## config.mk

```make
export PLATFORM = sky130hd
export DESIGN_NAME = oag_top
export DESIGN_NICKNAME = d
export VERILOG_FILES = /design/src/rtl/oag_pkg.sv /design/src/rtl/oag_adder.sv /design/src/rtl/oag_top.sv
export SDC_FILE = /design/constraint.sdc
export NUM_CORES = 1
export LEC_CHECK = 0
export BUFFER_PORTS_ARGS = -buffer_cell sky130_fd_sc_hd__buf_2
export CORE_UTILIZATION = 52
export DETAILED_ROUTE_END_ITERATION = 6
export GPL_TIMING_DRIVEN = 0
export PLACE_DENSITY = 0.81
export SLEW_MARGIN = 0
export SYNTH_ARGS = -nofsm -noshare
export SYNTH_HDL_FRONTEND = slang
export SYNTH_SLANG_ARGS = --single-unit
```

## constraint.sdc

```tcl
create_clock -name clock -period 3.6 [get_ports clock]
set_clock_uncertainty 0.15 [all_clocks]
set_input_delay 0.72 -clock clock [delete_from_list [all_inputs] [get_ports clock]]
set_output_delay 0.72 -clock clock [all_outputs]
set_load 0.03 [all_outputs]
```

## src/rtl/oag_pkg.sv

```systemverilog
// Package holding constants and types for the operand address generator.
package oag_pkg;

   // Address modes as presented by the instruction decoder.
   typedef enum logic [3:0] {
      OAG_PAGE_ZERO = 4'h0,
      OAG_FULL_ADDRESS = 4'h1,
      OAG_INDEX_PLAIN = 4'h2,
      OAG_INDEX_POST_INC = 4'h3,
      OAG_INDEX_SHORT = 4'h4,
      OAG_INDEX_SHORT_POST_INC = 4'h5,
      OAG_INDEX_LONG = 4'h6,
      OAG_STACK_SHORT = 4'h7,
      OAG_STACK_LONG = 4'h8
   } oag_mode_t;

   // Instruction classes that matter for mode legality.
   typedef enum logic [1:0] {
      OAG_CLASS_OTHER = 2'h0,
      OAG_CLASS_CMP_BRANCH = 2'h1,
      OAG_CLASS_MOVE = 2'h2
   } oag_class_t;

   // Reset value of the stack pointer: top of the page-zero space.
   localparam logic [15:0] OAG_SP_RESET = 16'h00FF;
   // Reset value of the index pair.
   localparam logic [15:0] OAG_INDEX_RESET = 16'h0000;
   // High byte forced in page-zero mode.
   localparam logic [7:0] OAG_PAGE_ZERO_HIGH = 8'h00;
   // Step applied by post-increment modes.
   localparam logic [15:0] OAG_INC_STEP = 16'h0001;
   // Operand bytes that follow the opcode, per mode.
   localparam logic [1:0] OAG_BYTES_NONE = 2'h0;
   localparam logic [1:0] OAG_BYTES_ONE = 2'h1;
   localparam logic [1:0] OAG_BYTES_TWO = 2'h2;

endpackage

```

## src/rtl/oag_adder.sv

```systemverilog
// Sixteen-bit wrapping adder used to form effective addresses.
`timescale 1ns/1ps
module oag_adder (
   input wire logic [15:0] base,
   input wire logic [15:0] offset,
   output logic [15:0] sum
);
   // Carry out is discarded on purpose so the result wraps modulo 65536.
   logic [16:0] full_sum;
   assign full_sum = {1'b0, base} + {1'b0, offset};
   assign sum = full_sum[15:0];
endmodule

```

## src/rtl/oag_top.sv

```systemverilog
// Operand effective-address generator with index pair and stack pointer.
`timescale 1ns/1ps
module oag_top (
   input wire logic clock,
   input wire logic rst_b,
   input wire logic req_valid,
   output logic req_ready,
   input wire oag_pkg::oag_mode_t req_mode,
   input wire oag_pkg::oag_class_t req_class,
   input wire logic [7:0] operand_hi,
   input wire logic [7:0] operand_lo,
   input wire logic index_load,
   input wire logic [15:0] index_load_value,
   input wire logic sp_load,
   input wire logic [15:0] sp_load_value,
   input wire logic bus_done,
   output logic [15:0] bus_addr,
   output logic bus_valid,
   output logic [1:0] operand_bytes,
   output logic mode_illegal,
   output logic [15:0] index_pair,
   output logic [15:0] stack_pointer
);
   import oag_pkg::*;

   // One-hot sequencer: idle, address on bus, post-access update.
   typedef enum logic [2:0] {
      OAG_ST_IDLE = 3'b001,
      OAG_ST_ACCESS = 3'b010,
      OAG_ST_UPDATE = 3'b100
   } oag_state_t;

   oag_state_t state_reg;
   oag_state_t state_next;
   logic [15:0] index_reg; // Index pair.
   logic [15:0] sp_reg; // Stack pointer, next free slot.
   logic [15:0] addr_reg; // Latched effective address.
   logic [1:0] bytes_reg; // Operand byte count of the accepted mode.
   logic illegal_reg; // Last request used a mode the opcode lacks.
   logic post_inc_reg; // Accepted mode increments the index pair.
   logic [15:0] base_sel; // Adder base.
   logic [15:0] offset_sel; // Adder offset.
   logic [15:0] ea_sum; // Adder result.
   logic [15:0] index_inc; // Index pair plus one.
   logic [15:0] ea_next; // Effective address for this request.
   logic [1:0] bytes_next; // Byte count for this request.
   logic legal_next; // Mode allowed for this instruction class.
   logic post_inc_next; // Mode is a post-increment form.
   logic accept; // Request taken this cycle.

   // Zero-extends a single operand byte into a 16-bit offset.
   function automatic logic [15:0] oag_zext8(input logic [7:0] b);
      return {8'h00, b};
   endfunction

   // Ready is decoded from the state register alone, so it never depends on
   // req_valid and cannot form a combinational loop with the requester.
   assign req_ready = (state_reg == OAG_ST_IDLE);
   // A request is taken only on an edge where both sides agree.
   assign accept = req_valid && req_ready;

   // Shared adder for every offset mode; both offsets are unsigned.
   oag_adder u_adder (
      .base(base_sel),
      .offset(offset_sel),
      .sum(ea_sum)
   );

   // Same adder type forms the post-increment value, wrapping at the top.
   oag_adder u_inc (
      .base(index_reg),
      .offset(OAG_INC_STEP),
      .sum(index_inc)
   );

   // Mode decode: picks base, offset, byte count and legality.
   always_comb begin
      base_sel = index_reg;
      offset_sel = 16'h0000;
      ea_next = 16'h0000;
      bytes_next = OAG_BYTES_NONE;
      legal_next = 1'b1;
      post_inc_next = 1'b0;
      unique case (req_mode)
         OAG_PAGE_ZERO: begin
            // High byte is implied, so only one operand byte is fetched.
            ea_next = {OAG_PAGE_ZERO_HIGH, operand_lo};
            bytes_next = OAG_BYTES_ONE;
         end
         OAG_FULL_ADDRESS: begin
            ea_next = {operand_hi, operand_lo};
            bytes_next = OAG_BYTES_TWO;
         end
         OAG_INDEX_PLAIN: begin
            ea_next = index_reg;
         end
         OAG_INDEX_POST_INC: begin
            ea_next = index_reg;
            post_inc_next = 1'b1;
            // Only the two listed classes may use it; any other code is refused.
            legal_next = (req_class == OAG_CLASS_CMP_BRANCH) ||
               (req_class == OAG_CLASS_MOVE);
         end
         OAG_INDEX_SHORT: begin
            offset_sel = oag_zext8(operand_lo);
            ea_next = ea_sum;
            bytes_next = OAG_BYTES_ONE;
         end
         OAG_INDEX_SHORT_POST_INC: begin
            offset_sel = oag_zext8(operand_lo);
            ea_next = ea_sum;
            bytes_next = OAG_BYTES_ONE;
            post_inc_next = 1'b1;
            legal_next = (req_class == OAG_CLASS_CMP_BRANCH);
         end
         OAG_INDEX_LONG: begin
            offset_sel = {operand_hi, operand_lo};
            ea_next = ea_sum;
            bytes_next = OAG_BYTES_TWO;
         end
         OAG_STACK_SHORT: begin
            // Zero offset lands on the free slot, not the last pushed byte.
            base_sel = sp_reg;
            offset_sel = oag_zext8(operand_lo);
            ea_next = ea_sum;
            bytes_next = OAG_BYTES_ONE;
         end
         OAG_STACK_LONG: begin
            base_sel = sp_reg;
            offset_sel = {operand_hi, operand_lo};
            ea_next = ea_sum;
            bytes_next = OAG_BYTES_TWO;
         end
         default: begin
            // Undefined mode codes are flagged and produce no access.
            legal_next = 1'b0;
         end
      endcase
   end

   // Next-state logic; an illegal mode is refused without a bus access.
   always_comb begin
      state_next = state_reg;
      unique case (state_reg)
         OAG_ST_IDLE: begin
            if (accept && legal_next) begin
               state_next = OAG_ST_ACCESS;
            end
         end
         OAG_ST_ACCESS: begin
            // The address stands until the memory side ends the access.
            if (bus_done) begin
               state_next = post_inc_reg ? OAG_ST_UPDATE : OAG_ST_IDLE;
            end
         end
         OAG_ST_UPDATE: begin
            // One extra cycle in which the pair takes its incremented value.
            state_next = OAG_ST_IDLE;
         end
         default: begin
            state_next = OAG_ST_IDLE;
         end
      endcase
   end

   // State register.
   always_ff @(posedge clock or negedge rst_b) begin
      if (!rst_b) begin
         state_reg <= OAG_ST_IDLE;
      end else begin
         state_reg <= state_next;
      end
   end

   // Capture of the effective address and request attributes.
   always_ff @(posedge clock or negedge rst_b) begin
      if (!rst_b) begin
         addr_reg <= 16'h0000;
         bytes_reg <= OAG_BYTES_NONE;
         illegal_reg <= 1'b0;
         post_inc_reg <= 1'b0;
      end else if (accept) begin
         // Refused requests latch too, so the outputs always describe the last
         // request; mode_illegal tells the fetch side to discard the address.
         addr_reg <= ea_next;
         bytes_reg <= bytes_next;
         illegal_reg <= !legal_next;
         post_inc_reg <= post_inc_next && legal_next;
      end
   end

   // Index pair: the increment happens only after the operand access ends,
   // so the address used is always the pre-increment value. Offset modes other
   // than the short post-increment form never write here, keeping the pair untouched.
   always_ff @(posedge clock or negedge rst_b) begin
      if (!rst_b) begin
         index_reg <= OAG_INDEX_RESET;
      end else if (state_reg == OAG_ST_UPDATE) begin
         index_reg <= index_inc;
      end else if (index_load && req_ready) begin
         // External loads are held off during an access to keep it stable.
         index_reg <= index_load_value;
      end
   end

   // Stack pointer: reset value is the top of page zero; software moves it.
   always_ff @(posedge clock or negedge rst_b) begin
      if (!rst_b) begin
         sp_reg <= OAG_SP_RESET;
      end else if (sp_load && req_ready) begin
         sp_reg <= sp_load_value;
      end
   end

   // Data outputs come straight from registers; bus_valid is a decode of the
   // one-hot state and so changes only at clock edges.
   assign bus_addr = addr_reg;
   assign bus_valid = (state_reg == OAG_ST_ACCESS);
   assign operand_bytes = bytes_reg;
   assign mode_illegal = illegal_reg;
   assign index_pair = index_reg;
   assign stack_pointer = sp_reg;

endmodule

```

==> results by group <==
Status
  • Status: finished with violations
  • Failing checks: setup timing

Final layout
  • Final Cell Area: 4650 um^2
  • Area delta synth->final: 25.4%
  • Share of post-route cells with drive strength above 1: 35.2%
  • Fin nets: 617
  • Inserted Diodes: 0

Setup path
  • Reg2reg start: index_pair[0]
  • Critical path class: in -> reg
  • Largest stage delay, worst path: 0.37 ns
  • FF-to-FF setup slack: 0.44 ns
  • Setup crit end kind: register
  • Critical path's slowest cell: a221o_1
  • WP data arrival: 3.70 ns
  • Critical Path RT: approximately 3.6 ns
  • Crit path buf inv count: 3
  • Startpoint class of the critical path: primary input
  • Crit path launch: req_mode[0]
  • Cells along the critical path: buf_12 > nor2_4 > nand3b_1 > o21ai_4 > buf_8 > mux2_4 > ha_4 > inv_2 > fa_2 > nor2b_4 > nor3_2 > o21bai_1 > a21o_1 > a221o_1 > o41ai_2 > xor2_1 > o21ai_1
  • CP delay by family, top: compound AO/OA/AOI/OAI gates
  • Worst-path maximum fanout: 8

Timing
  • Fin crit share: 102%
  • Max Slew Vio Count: 0
  • Final Hold Vio Count: 0
  • Least-Margin Pin Slew: between 0.7 and 0.8 ns
  • Minimum clock period: 3.66 ns
  • RSZ-0062 raised after global routing: true
  • Final Setup Violations: 1
  • Slack of the critical path: -0.0611 ns
  • Fmax: about 270 MHz
  • Rel. slew slack: 52.4%

Power and ir drop
  • Maximum VDD drop: 0.000468 V
  • Static leakage: 2.20 nW
  • Power Density: 809 nW/um^2

Synthesis
  • Async SR Flop Fraction: 100%
  • Yosys reg bits: 55
  • Post-synthesis compound-gate area fraction: 21.2%
  • Syn_area_per_cell: 8.98 um^2
  • Mapped Area: ~3700 um^2
  • Synthesis Warnings: 0
  • Simple-Gate Fraction of Synth Area: 17.7%
  • Post-synth cell types: 52
  • Multiplexer share of the synthesized area: a little over a tenth
  • Largest family of logic cells by synthesized area: compound AO/OA/AOI/OAI gates
  • Post-synthesis sequential area ratio: a little under two fifths
  • Xor-xnor portion of the synthesized cell area: 3.07%
  • EDFF count, synth: 0
  • Syn nets: 491
  • Post-synthesis adder-cell area fraction: 6.27%
  • Cells after Synth: 413
  • Most used DFF post-synth: dfrtp_1

Place
  • PortBufs: 110
  • Routability Congestion: 0.913
  • Setup WS pre-CTS: -0.506 ns
  • Detailed-placement wirelength estimate: 7860 um
  • Placed Area: 4430 um^2

Route
  • DRT Pass-1 Iters: 4
  • Drt drc: 0
  • Total number of vias: 3684
  • Initial DRC count: between 200 and 250
  • Per-cell routed wire length: 16.7 um
  • DR vias/cell: 5.79
  • Final wirelength: 10600 um
  • Routed Antenna Nets: 0

GRT
  • Initial antenna violation count: 0
  • First-pass GRT wire length: 16900 um
  • Vias in the first global route: 3516
  • Largest net degree at the start of global routing: 56
  • Total gr overflow: 0
  • GR Util All Layers: 29.2%

Floorplan
  • Ports: between 100 and 150
  • Die H: 86.5 um
  • Horiz. Die Dim: 86.5 um
  • Rows: 30
  • Full die area: 7480 um^2
  • Initial Utilization: 54.3%
  • Core area: 6830 um^2

CTS
  • Root buf cell: clkbuf_8
  • Worst-Skew Late Latency: 0.31 ns
  • CTS Buffer Depth: 2
  • CTS tree: yes
  • Post-CTS Hold Fix Bufs: 0
  • # H-tree levels: 2
  • Clock sink total: 55
  • Reg clk slew, reported paths: 0.10 ns
  • TritonCTS Buffers: 5

Job
  • Max cap viols: 0

Hold path
  • HP Class: in -> async
-- report_power, final --
group	leakage, nW	internal, mW	total (mW)	switching (mW)
sequential	0.658	0.929	1.24	0.315
combinational	1.49	0.790	2.14	1.35
clock	0.0515	0.176	0.380	0.203
total	2.20	1.90	3.76	1.87
-- layout make-up --
cell class	instances	area, um^2
Buffer	21	106
Clock buffer	8	100
Fill cell	568	2180
Inverter	11	41.3
Multi-Input combinational cell	326	2250
Sequential cell	55	1390
Tap cell	96	120
Timing Repair Buffer	119	646
-- layer usage --
metal	vias up	global-route usage, %	wire length, um
met2	143	49.9	5180
met4	0	9.85	240
li1	1750	-	-
met3	19	4.86	586
met5	-	0	0
met1	1772	37.6	4630
-- metrics by stage --
step	hold slack [ns]	std cells	total power [mW]	TNS [ns]	utilization [%]
floorplan	0.274	413	2.70	-0.105	-
global placement	0.306	619	3.28	-2.03	64.8
detailed placement	0.316	619	3.33	-2.43	64.8
CTS	0.338	631	3.72	0	66.9
global route	0.363	636	4.01	-0.357	68.1
finish	0.303	636	3.76	-0.0611	68.1
-- logic make-up after synthesis --
| group | Yosys count |
|---|---|
| AND/OR/NAND/NOR | 135 |
| AO/OA/AOI/OAI | 123 |
| flip-flops | 55 |
| multiplexers | 37 |
| buffers and inverters | 32 |
| adder cells (fa/ha/maj) | 18 |
| XOR/XNOR | 13 |
-- path summary, 6_finish.rpt --
check                               endpoint  cells past startpoint
worst max-delay path            bus_addr[14]                     17
worst min-delay path             bus_addr[4]                      1
worst max register to register  bus_addr[14]                     12
worst min register to register   bus_addr[1]                      2
max in group asynchronous        bus_addr[8]                      1
min in group clock               bus_addr[1]                      2
-- Yosys cell counts (6+ instances only) --
master | instances | area [um^2]
dfrtp_1 | 46 | 1150
xnor2_1 | 7 | 61.3
ha_1 | 17 | 213
nor2_1 | 33 | 124
nor3_1 | 12 | 60.1
a22oi_1 | 8 | 60.1
nand2_1 | 40 | 150
dfstp_2 | 9 | 236
mux2_2 | 28 | 315
xor2_1 | 6 | 52.6
o21ai_0 | 34 | 170
mux2i_1 | 9 | 90.1
inv_1 | 11 | 41.3
nand3_1 | 10 | 50.1
o22ai_1 | 6 | 37.5
and2_1 | 18 | 113
a21o_1 | 7 | 52.6
a21oi_1 | 30 | 150
clkbuf_1 | 16 | 60.1
-- timing repair --
item | 4_1_cts | 5_1_grt
cloned | 0 | 0
gates resized for setup | 5 | 17
pin swaps | 4 | 13
setup buffers | 4 | 5
endpoints found under the setup margin | 4 | 5
-- layout by cell type (no fill, tap or decap), types with 12 or more instances in the layout --
cell type | synthesis | layout
nor3_1 | 12 | 12
a21oi_1 | 30 | 29
and2_1 | 18 | 18
o21ai_0 | 34 | 32
ha_1 | 17 | 16
clkbuf_1 | 16 | 15
dfrtp_1 | 46 | 46
mux2_2 | 28 | 27
buf_2 | 5 | 111
nand2_1 | 40 | 38
nor2_1 | 33 | 31
Power figures use the tool's default switching activity.
